[config.mk]
export PLATFORM = sky130hd
export DESIGN_NAME = offset_corrector_freeze_bypass
export DESIGN_NICKNAME = d
export VERILOG_FILES = /design/src/core/ocb_pkg.sv /design/src/core/ocb_chan_if.sv /design/src/core/offset_corrector_freeze_bypass.sv /design/src/core/offset_corrector.sv
export SDC_FILE = /design/constraint.sdc
export NUM_CORES = 2
export LEC_CHECK = 0
export ABC_CLOCK_PERIOD_IN_PS = 6260
export BUFFER_PORTS_ARGS = -buffer_cell sky130_fd_sc_hd__buf_2
export CAP_MARGIN = 20
export CORE_UTILIZATION = 58
export DETAILED_ROUTE_END_ITERATION = 8
export PLACE_DENSITY = 0.75
export SLEW_MARGIN = 20
export SYNTH_ARGS = -nofsm -noshare
export SYNTH_HDL_FRONTEND = slang
export SYNTH_SLANG_ARGS = --single-unit
[constraint.sdc]
create_clock -name clk_sys_i -period 6.26 [get_ports clk_sys_i]
set_input_delay 0.313 -clock clk_sys_i [delete_from_list [all_inputs] [get_ports clk_sys_i]]
set_output_delay 0.313 -clock clk_sys_i [all_outputs]
set_load 0.03 [all_outputs]
[src/core/ocb_pkg.sv]
// Constants and types shared by the offset corrector control block
package ocb_pkg;
    // -------------------------------------------------------------
    // Widths, counts and shift amounts
    // -------------------------------------------------------------
    localparam int NCH = 2;
    localparam int SW = 14;
    localparam int OW = 15;
    localparam int AW = 16;
    localparam int DW = 8;
    localparam int NPH = 8;
    localparam int PHW = 3;
    localparam int FRAC = 6;
    localparam int LEAK = 4;
    localparam int EW = SW + FRAC + 1;
    localparam int ICW = 5;
    // -------------------------------------------------------------
    // Register addresses
    // -------------------------------------------------------------
    localparam logic [AW-1:0] ADDR_PAGE0 = 16'h4001;
    localparam logic [AW-1:0] ADDR_PAGE1 = 16'h4002;
    localparam logic [AW-1:0] ADDR_PAGE_CHAN = 16'h4003;
    localparam logic [AW-1:0] ADDR_PAGE_BLOCK = 16'h4004;
    localparam logic [AW-1:0] ADDR_CTRL = 16'h6068;
    localparam logic [AW-1:0] ADDR_STATUS = 16'h6069;
    // -------------------------------------------------------------
    // Register values
    // -------------------------------------------------------------
    localparam logic [DW-1:0] PAGE_ZERO = 8'h00;
    localparam logic [DW-1:0] PAGE_BLOCK_CORR = 8'h61;
    localparam logic [DW-1:0] PAGE_CHAN_A = 8'h00;
    localparam logic [DW-1:0] PAGE_CHAN_B = 8'h01;
    localparam logic [DW-1:0] CTRL_FREEZE = 8'hC2;
    localparam logic [DW-1:0] CTRL_BYPASS = 8'h46;
    localparam logic [DW-1:0] REG_RESET = 8'h00;
    localparam int ST_IDLE = 0;
    localparam int ST_FROZEN = 1;
    localparam int ST_BYPASS = 2;
    localparam int ST_PAGE_OK = 3;
    // -------------------------------------------------------------
    // Idle detection and corrector modes
    // -------------------------------------------------------------
    localparam logic [SW-1:0] IDLE_THRESH = 14'h0010;
    localparam logic [ICW-1:0] IDLE_LEN = 5'h10;
    typedef enum logic [2:0] {
        MODE_ACTIVE = 3'b001,
        MODE_FROZEN = 3'b010,
        MODE_BYPASS = 3'b100
    } mode_t;
endpackage : ocb_pkg

[src/core/ocb_chan_if.sv]
// Interface between the register block and one channel corrector
`timescale 1ns/100ps
interface ocb_chan_if;
    import ocb_pkg::*;
    logic freeze;
    logic bypass;
    logic in_valid;
    logic signed [SW-1:0] in_data;
    logic out_valid;
    logic signed [OW-1:0] out_data;
    logic idle;
    mode_t mode;
    modport ctrl (
        output freeze, bypass, in_valid, in_data,
        input out_valid, out_data, idle, mode
    );
    modport core (
        input freeze, bypass, in_valid, in_data,
        output out_valid, out_data, idle, mode
    );
endinterface : ocb_chan_if

[src/core/offset_corrector_freeze_bypass.sv]
// Paged register control of the two channel offset correctors
`timescale 1ns/100ps
// Notes on behaviour
// - A bypassed corrector passes the sample data through with no offset removal.
// - A frozen corrector stops estimating but keeps subtracting its last estimate.
// - Writing C2h to corrector_control freezes the corrector of the selected channel.
// - Writing 46h to corrector_control bypasses the corrector of the selected channel.
// - An active corrector keeps estimating and removes the per-phase offset tones.
module offset_corrector_freeze_bypass (
    input wire logic clk_sys_i,
    input wire logic resetn_i,
    input wire logic [ocb_pkg::AW-1:0] reg_addr_i,
    input wire logic [ocb_pkg::DW-1:0] reg_wdata_i,
    input wire logic reg_wr_i,
    output logic [ocb_pkg::DW-1:0] reg_rdata_o,
    input wire logic samp_valid_i,
    input wire logic signed [ocb_pkg::SW-1:0] samp_i [ocb_pkg::NCH],
    output logic samp_valid_o,
    output logic signed [ocb_pkg::OW-1:0] samp_o [ocb_pkg::NCH],
    output logic [ocb_pkg::NCH-1:0] idle_o
);
    import ocb_pkg::*;

    logic [DW-1:0] page_select_byte0;
    logic [DW-1:0] page_select_byte1;
    logic [DW-1:0] page_select_channel_byte;
    logic [DW-1:0] page_select_block_byte;
    logic [DW-1:0] corrector_control [NCH];
    logic page_ok;
    logic sel_ch;
    logic ctrl_wr;
    logic [DW-1:0] next_rdata;
    logic [DW-1:0] status;
    logic [NCH-1:0] valid_out;

    ocb_chan_if chan [NCH] ();

    // -------------------------------------------------------------
    // Page decode
    // -------------------------------------------------------------
    // Corrector page match for channel A or channel B
    assign page_ok = page_select_byte0 == PAGE_ZERO && page_select_byte1 == PAGE_ZERO
        && page_select_block_byte == PAGE_BLOCK_CORR
        && (page_select_channel_byte == PAGE_CHAN_A || page_select_channel_byte == PAGE_CHAN_B);
    assign sel_ch = (page_select_channel_byte == PAGE_CHAN_B);
    assign ctrl_wr = reg_wr_i && reg_addr_i == ADDR_CTRL && page_ok;

    // -------------------------------------------------------------
    // Page select registers
    // -------------------------------------------------------------
    always_ff @(posedge clk_sys_i or negedge resetn_i) begin
        if (!resetn_i) begin
            page_select_byte0 <= REG_RESET;
            page_select_byte1 <= REG_RESET;
            page_select_channel_byte <= REG_RESET;
            page_select_block_byte <= REG_RESET;
        end else if (reg_wr_i) begin
            case (reg_addr_i)
                ADDR_PAGE0: page_select_byte0 <= reg_wdata_i;
                ADDR_PAGE1: page_select_byte1 <= reg_wdata_i;
                ADDR_PAGE_CHAN: page_select_channel_byte <= reg_wdata_i;
                ADDR_PAGE_BLOCK: page_select_block_byte <= reg_wdata_i;
                default: ;
            endcase
        end
    end

    // -------------------------------------------------------------
    // Per-channel control and corrector
    // -------------------------------------------------------------
    for (genvar g = 0; g < NCH; g++) begin : g_ch
        always_ff @(posedge clk_sys_i or negedge resetn_i) begin
            if (!resetn_i) begin
                corrector_control[g] <= REG_RESET;
            end else if (ctrl_wr && sel_ch == 1'(g)) begin
                corrector_control[g] <= reg_wdata_i;
            end
        end

        assign chan[g].freeze = (corrector_control[g] == CTRL_FREEZE);
        assign chan[g].bypass = (corrector_control[g] == CTRL_BYPASS);
        assign chan[g].in_valid = samp_valid_i;
        assign chan[g].in_data = samp_i[g];
        assign samp_o[g] = chan[g].out_data;
        assign valid_out[g] = chan[g].out_valid;
        assign idle_o[g] = chan[g].idle;

        offset_corrector u_corr (
            .clk_sys_i(clk_sys_i),
            .resetn_i(resetn_i),
            .ch(chan[g])
        );

        a_freeze_write: assert property (
            @(posedge clk_sys_i) disable iff (!resetn_i)
            (ctrl_wr && sel_ch == 1'(g) && reg_wdata_i == CTRL_FREEZE)
            |-> ##2 (chan[g].mode == MODE_FROZEN))
            else $error("freeze write did not freeze channel");
        a_bypass_write: assert property (
            @(posedge clk_sys_i) disable iff (!resetn_i)
            (ctrl_wr && sel_ch == 1'(g) && reg_wdata_i == CTRL_BYPASS)
            |-> ##2 (chan[g].mode == MODE_BYPASS))
            else $error("bypass write did not bypass channel");
        a_other_unchanged: assert property (
            @(posedge clk_sys_i) disable iff (!resetn_i)
            (reg_wr_i && !(ctrl_wr && sel_ch == 1'(g)))
            |=> (corrector_control[g] == $past(corrector_control[g])))
            else $error("unselected channel control changed");
        a_idle_drop: assert property (
            @(posedge clk_sys_i) disable iff (!resetn_i)
            (samp_valid_i && samp_i[g] >= $signed(IDLE_THRESH)) |=> !idle_o[g])
            else $error("idle flag set on a live input");
        a_code_active: assert property (
            @(posedge clk_sys_i) disable iff (!resetn_i)
            (ctrl_wr && sel_ch == 1'(g) && reg_wdata_i != CTRL_FREEZE
                && reg_wdata_i != CTRL_BYPASS)
            |-> ##2 (chan[g].mode == MODE_ACTIVE))
            else $error("other control code did not restore estimation");
        a_valid_per_chan: assert property (
            @(posedge clk_sys_i) disable iff (!resetn_i)
            samp_valid_i |=> valid_out[g])
            else $error("channel output valid missing");
    end

    assign samp_valid_o = valid_out[0];

    // -------------------------------------------------------------
    // Read back
    // -------------------------------------------------------------
    always_comb begin
        status = '0;
        status[ST_IDLE] = idle_o[sel_ch];
        status[ST_FROZEN] = (chan[0].mode == MODE_FROZEN && !sel_ch)
            || (chan[1].mode == MODE_FROZEN && sel_ch);
        status[ST_BYPASS] = (chan[0].mode == MODE_BYPASS && !sel_ch)
            || (chan[1].mode == MODE_BYPASS && sel_ch);
        status[ST_PAGE_OK] = page_ok;
        case (reg_addr_i)
            ADDR_PAGE0: next_rdata = page_select_byte0;
            ADDR_PAGE1: next_rdata = page_select_byte1;
            ADDR_PAGE_CHAN: next_rdata = page_select_channel_byte;
            ADDR_PAGE_BLOCK: next_rdata = page_select_block_byte;
            ADDR_CTRL: next_rdata = page_ok ? corrector_control[sel_ch] : REG_RESET;
            ADDR_STATUS: next_rdata = status;
            default: next_rdata = REG_RESET;
        endcase
    end

    always_ff @(posedge clk_sys_i or negedge resetn_i) begin
        if (!resetn_i) begin
            reg_rdata_o <= REG_RESET;
        end else begin
            reg_rdata_o <= next_rdata;
        end
    end

    a_page_write_only: assert property (
        @(posedge clk_sys_i) disable iff (!resetn_i)
        (reg_wr_i && reg_addr_i == ADDR_CTRL && !page_ok)
        |=> (corrector_control[0] == $past(corrector_control[0])
            && corrector_control[1] == $past(corrector_control[1])))
        else $error("control write without page took effect");
    a_bypass_path: assert property (
        @(posedge clk_sys_i) disable iff (!resetn_i)
        (chan[0].mode == MODE_BYPASS && samp_valid_i) |=> (samp_o[0] == OW'($past(samp_i[0]))))
        else $error("bypassed channel A altered data");

    a_bypass_path_b: assert property (
        @(posedge clk_sys_i) disable iff (!resetn_i)
        (chan[1].mode == MODE_BYPASS && samp_valid_i)
        |=> (samp_o[1] == OW'($past(samp_i[1]))))
        else $error("bypassed channel B altered data");

    // -------------------------------------------------------------
    // Register and routing checks
    // -------------------------------------------------------------
    a_page_byte0_store: assert property (
        @(posedge clk_sys_i) disable iff (!resetn_i)
        (reg_wr_i && reg_addr_i == ADDR_PAGE0)
        |=> (page_select_byte0 == $past(reg_wdata_i)))
        else $error("page byte 0 write not stored");

    a_page_byte1_store: assert property (
        @(posedge clk_sys_i) disable iff (!resetn_i)
        (reg_wr_i && reg_addr_i == ADDR_PAGE1)
        |=> (page_select_byte1 == $past(reg_wdata_i)))
        else $error("page byte 1 write not stored");

    a_page_chan_store: assert property (
        @(posedge clk_sys_i) disable iff (!resetn_i)
        (reg_wr_i && reg_addr_i == ADDR_PAGE_CHAN)
        |=> (page_select_channel_byte == $past(reg_wdata_i)))
        else $error("page channel write not stored");

    a_page_block_store: assert property (
        @(posedge clk_sys_i) disable iff (!resetn_i)
        (reg_wr_i && reg_addr_i == ADDR_PAGE_BLOCK)
        |=> (page_select_block_byte == $past(reg_wdata_i)))
        else $error("page block write not stored");

    a_route_chan_a: assert property (
        @(posedge clk_sys_i) disable iff (!resetn_i)
        (ctrl_wr && page_select_channel_byte == PAGE_CHAN_A)
        |=> (corrector_control[0] == $past(reg_wdata_i)))
        else $error("control write missed channel A");

    a_route_chan_b: assert property (
        @(posedge clk_sys_i) disable iff (!resetn_i)
        (ctrl_wr && page_select_channel_byte == PAGE_CHAN_B)
        |=> (corrector_control[1] == $past(reg_wdata_i)))
        else $error("control write missed channel B");

    a_ctrl_read_refused: assert property (
        @(posedge clk_sys_i) disable iff (!resetn_i)
        (reg_addr_i == ADDR_CTRL && !page_ok) |=> (reg_rdata_o == REG_RESET))
        else $error("control read without page returned data");
endmodule : offset_corrector_freeze_bypass

[src/core/offset_corrector.sv]
// One channel offset mismatch estimator and corrector
`timescale 1ns/100ps
module offset_corrector (
    input wire logic clk_sys_i,
    input wire logic resetn_i,
    ocb_chan_if.core ch
);
    import ocb_pkg::*;

    logic [PHW-1:0] phase;
    logic signed [EW-1:0] est [NPH];
    logic signed [OW-1:0] est_cur;
    logic [ICW-1:0] idle_cnt;
    mode_t next_mode;

    // -------------------------------------------------------------
    // Mode
    // -------------------------------------------------------------
    always_comb begin
        if (ch.bypass) begin
            next_mode = MODE_BYPASS;
        end else if (ch.freeze) begin
            next_mode = MODE_FROZEN;
        end else begin
            next_mode = MODE_ACTIVE;
        end
    end

    always_ff @(posedge clk_sys_i or negedge resetn_i) begin
        if (!resetn_i) begin
            ch.mode <= MODE_ACTIVE;
        end else begin
            case (ch.mode)
                MODE_ACTIVE: ch.mode <= next_mode;
                MODE_FROZEN: ch.mode <= next_mode;
                MODE_BYPASS: ch.mode <= next_mode;
                default: ch.mode <= MODE_ACTIVE;
            endcase
        end
    end

    // -------------------------------------------------------------
    // Interleave phase
    // -------------------------------------------------------------
    always_ff @(posedge clk_sys_i or negedge resetn_i) begin
        if (!resetn_i) begin
            phase <= '0;
        end else if (ch.in_valid) begin
            phase <= phase + 1'b1;
        end
    end

    // -------------------------------------------------------------
    // Per-phase estimates
    // -------------------------------------------------------------
    for (genvar p = 0; p < NPH; p++) begin : g_est
        always_ff @(posedge clk_sys_i or negedge resetn_i) begin
            if (!resetn_i) begin
                est[p] <= '0;
            end else if (ch.in_valid && phase == PHW'(p) && ch.mode == MODE_ACTIVE) begin
                est[p] <= est[p] + ((((EW'(ch.in_data)) <<< FRAC) - est[p]) >>> LEAK);
            end
        end
    end

    assign est_cur = OW'(est[phase] >>> FRAC);

    // -------------------------------------------------------------
    // Output
    // -------------------------------------------------------------
    always_ff @(posedge clk_sys_i or negedge resetn_i) begin
        if (!resetn_i) begin
            ch.out_valid <= 1'b0;
            ch.out_data <= '0;
        end else begin
            ch.out_valid <= ch.in_valid;
            if (ch.mode == MODE_BYPASS) begin
                ch.out_data <= OW'(ch.in_data);
            end else begin
                ch.out_data <= OW'(ch.in_data) - est_cur;
            end
        end
    end

    // -------------------------------------------------------------
    // Idle input detection
    // -------------------------------------------------------------
    always_ff @(posedge clk_sys_i or negedge resetn_i) begin
        if (!resetn_i) begin
            idle_cnt <= '0;
            ch.idle <= 1'b0;
        end else if (ch.in_valid) begin
            if (ch.in_data < $signed(IDLE_THRESH) && ch.in_data > -$signed(IDLE_THRESH)) begin
                if (idle_cnt != IDLE_LEN) begin
                    idle_cnt <= idle_cnt + 1'b1;
                end
                ch.idle <= (idle_cnt == IDLE_LEN);
            end else begin
                idle_cnt <= '0;
                ch.idle <= 1'b0;
            end
        end
    end

    // -------------------------------------------------------------
    // Checks
    // -------------------------------------------------------------
    a_bypass_raw_out: assert property (
        @(posedge clk_sys_i) disable iff (!resetn_i)
        (ch.mode == MODE_BYPASS && ch.in_valid) |=> (ch.out_data == OW'($past(ch.in_data))))
        else $error("bypass output differs from input");
    a_frozen_est_hold: assert property (
        @(posedge clk_sys_i) disable iff (!resetn_i)
        (ch.mode == MODE_FROZEN) |=> (est[$past(phase)] == $past(est[phase])))
        else $error("estimate changed while frozen");
    a_active_tracks: assert property (
        @(posedge clk_sys_i) disable iff (!resetn_i)
        (ch.mode == MODE_ACTIVE && ch.in_valid
            && ((EW'(ch.in_data) <<< FRAC) - est[phase]) >>> LEAK != '0)
        |=> (est[$past(phase)] != $past(est[phase])))
        else $error("active estimate did not update");
endmodule : offset_corrector

==> flow_summary.yaml <==
logic_synthesis:
  yosysSeqAreaShare_pct: 25.3
  async_flop_share_pct: 100
  synthTopCellsByArea: "dfrtp_1 (25%), ha_1 (17%), xnor2_1 (5.2%), o21ai_0 (5.2%), nand2_1 (4.4%)"
  synth_top_area_share_pct: 25.2
  synth_top_area_cell: "dfrtp_1"
  yosysUniqueCellTypes: 102
  syn-cell-area_um2: 44300
  yosysWarnings: 0
  synth_most_common_cell: "ha_1"
  synth_common_cells: "ha_1 (596), nand2_1 (524), o21ai_0 (460)"
  syn_inst: 5164
  synth_seq_cells: 447
  synth_edf_count: 0
  synth_area_per_cell_um2: 8.57
  synth_flop_cell: "dfrtp_1"
  synth_nets: 5834
grt:
  grt_pass1_wl_mm: 188
  grt_pass1_vias: 37100
  busiest_layer: "met2"
  use_met3_pct: 3.41
  grt_use_met2_pct: 49.2
  met1_usage_pct: 38.8
  grt_start_max_net_pins: 136
  antenna_found_initial: 1
  track_usage_pct: 29.6
  gr-total-overflow: 0
floorplan:
  rows: 100
  die_h_um: 278
  io_pins: 97
  fp.dieArea_um2: 77400
  die_x_um: 278
  core_um2: 74900
  initial_core_util_pct: 59.1
sta:
  slew-limit-headroom_pct: 35.9
  finalCriticalPeriod_ns: 4.64
  hold_violations: 0
  drv_slew: 0
  tightestPinTransition_ns: 0.962
  finalCritPeriodShare_pct: 74.2
  skew_ns: 0.0447
  fmax_mhz: 215
  setup_tns_ns: 0
  hold_slack_ns: 0.0292
  finalSetupViolCount: 0
  rsz0062_at_grt: "false"
worst_hold_path:
  min_path_type: "in -> reg"
clock_network:
  cts_buffers: 57
  clkSlewWorstSetupHoldPaths_ns: 0.06
  cts_sinks: 447
  cts.root.buffer_cell: "clkbuf_16"
  worstSkewPairLatency_ns: 0.65
  htree_levels: 2
  cts_max_path_buffers: 3
  cts_tree: "built"
worst_setup_path:
  critPathMostFrequentCell: "nor2_1"
  crit_path_max_fanout: 5
  start_kind: "flop"
  path_cells: "inv_1 -> ha_1 -> or2_2 -> a311oi_1 -> nor2_1 -> nor3_1 -> nor2_1 -> nor2_1 -> xnor2_1 -> ha_1 -> a21o_1 -> a21o_1 -> o311ai_0 -> a31oi_1 -> a21boi_0 -> a21oi_1 -> xnor2_1 -> o21ai_0"
  crit_required_ns: 6.74
  critPathCaptureType: "flop"
  critPathMaxStageDelay_ns: 0.61
  crit_path_top_delay_cell: "o311ai_0"
  critical_path_class: "reg -> reg"
  cp_data_arrival_time_ns: 5.12
routing:
  wirelength_mm: 115
  drtIter0Drc: 2393
  antenna_left: 0
  drcViolationCount: 0
  vias: 38200
  wl_per_cell_um: 18.4
  drt_pass1_iterations: 5
  avgViaCountPerCell: 6.10
layout:
  final_cells: 6261
  areaGrowthSynthToFinish_pct: 8.02
  drive_gt1_share_pct: 8.39
  fin_util_pct: 63.8
  fin_nets: 5915
  diodes: 0
status:
  outcome: "completed"
place:
  placed_cells: 6154
  routabilityCongestion: 0.996
  dp_hpwl_mm: 86.6
  io_buffers: 96
job:
  drv_cap: 0
## state kept, by name (all words and copies together), names as in the netlist
name and cells:
page_select_block_byte 8, g_ch.u_corr.est 336, g_ch.u_corr.ch.out_valid 1, g_ch.u_corr.ch.out_data 30
g_ch.u_corr.idle_cnt 10, reg_rdata_o 8, corrector_control 16, page_select_byte0 8
g_ch.u_corr.phase 6, g_ch.u_corr.ch.mode 6, page_select_channel_byte 8, g_ch.u_corr.ch.idle 2
page_select_byte1 8
## metrics by stage
step                      area (um2)  worst slack, ns
after floorplan                44300             1.94
after detailed placement       45800             1.51
after global routing           47800             1.28
after global placement         45800             1.56
final                          47800             1.62
after CTS                      47800             1.66
## cell usage in the layout, fill, tap and decap left out, types with 16 or more instances in the layout
cell type,count
nor3_1,147
o2111ai_1,16
nand3_1,88
a31oi_1,51
dfrtp_1,443
ha_1,596
mux2i_1,46
xnor2_1,264
nor2b_1,68
nor3b_1,27
o31ai_1,47
a21o_1,169
nand2_1,523
nor2_1,359
o21ai_0,460
a211oi_1,45
inv_1,348
o211ai_1,21
o21bai_1,34
clkbuf_16,57
nand2b_1,60
a21oi_1,330
mux2_2,90
buf_2,95
nand4_1,25
or4_1,19
or3_1,33
and3_1,42
clkbuf_8,20
mux4_2,60
buf_4,32
and2_1,23
xor2_1,199
fa_1,18
o21a_1,96
nor4_1,28
## cell type report
class                           count  area (um2)
Clock buffer                       90        1750
Clock inverter                     16         214
Fill cell                        6402       27100
Inverter                          350        1310
Multi-Input combinational cell   4258       31400
Sequential cell                   447       11200
Tap cell                          969        1210
Timing Repair Buffer              131         781
## final timing paths
kind	start	endpoint	slack, ns	cells past startpoint
max	g_ch[1].u_corr.est[49]	g_ch[1].u_corr.est[62]	1.62	18
max in group asynchronous	resetn_i	g_ch[0].u_corr.phase[0]	4.56	3
min	reg_wdata_i[3]	page_select_byte0[3]	0.03	2
max reg2reg	g_ch[1].u_corr.est[49]	g_ch[1].u_corr.est[62]	1.62	18
min reg2reg	corrector_control[7]	g_ch[1].u_corr.ch.mode[2]	0.50	1
min in group asynchronous	resetn_i	g_ch[1].u_corr.est[149]	0.30	2
## worst max-delay path, delay by kind of cell, from the launching register on
| kind | cells | cell delay, ns |
|---|---|---|
| flip-flops | 1 | 0.51 |
| buffers and inverters | 1 | 0.08 |
| AO/OA/AOI/OAI | 8 | 2.19 |
| adder cells (fa/ha/maj) | 2 | 0.52 |
| AND/OR/NAND/NOR | 5 | 0.87 |
| XOR/XNOR | 2 | 0.29 |
## metal layers
metal | vias to the layer above | share of wire [%]
li1 | 18900 | -
met1 | 18100 | 44
met2 | 942 | 46
met3 | 253 | 5.3
met4 | 2 | 4.5
met5 | - | 0.0096
## kinds of logic (layout without fill, tap and decap cells)
logic type      Yosys count  after routing  synth area share [%]
simple gates           1524           1524                  16.5
compound gates         1457           1457                  21.0
fa+ha+maj               614            614                  17.7
xor+xnor                467            467                  9.32
buf+inv                 459            587                  3.92
flops                   447            447                  25.3
mux                     196            196                  6.38
## timing repair
action | CTS | global route
hold endpoints to repair | 89 | 0
hold buffers | 1 | 0
buffers inserted | 0 | 0
gates resized for setup | 0 | 0
Power is left out: the tool's default activity adds up to more than one toggle a clock period on the data nets, which glitch-free logic cannot reach.
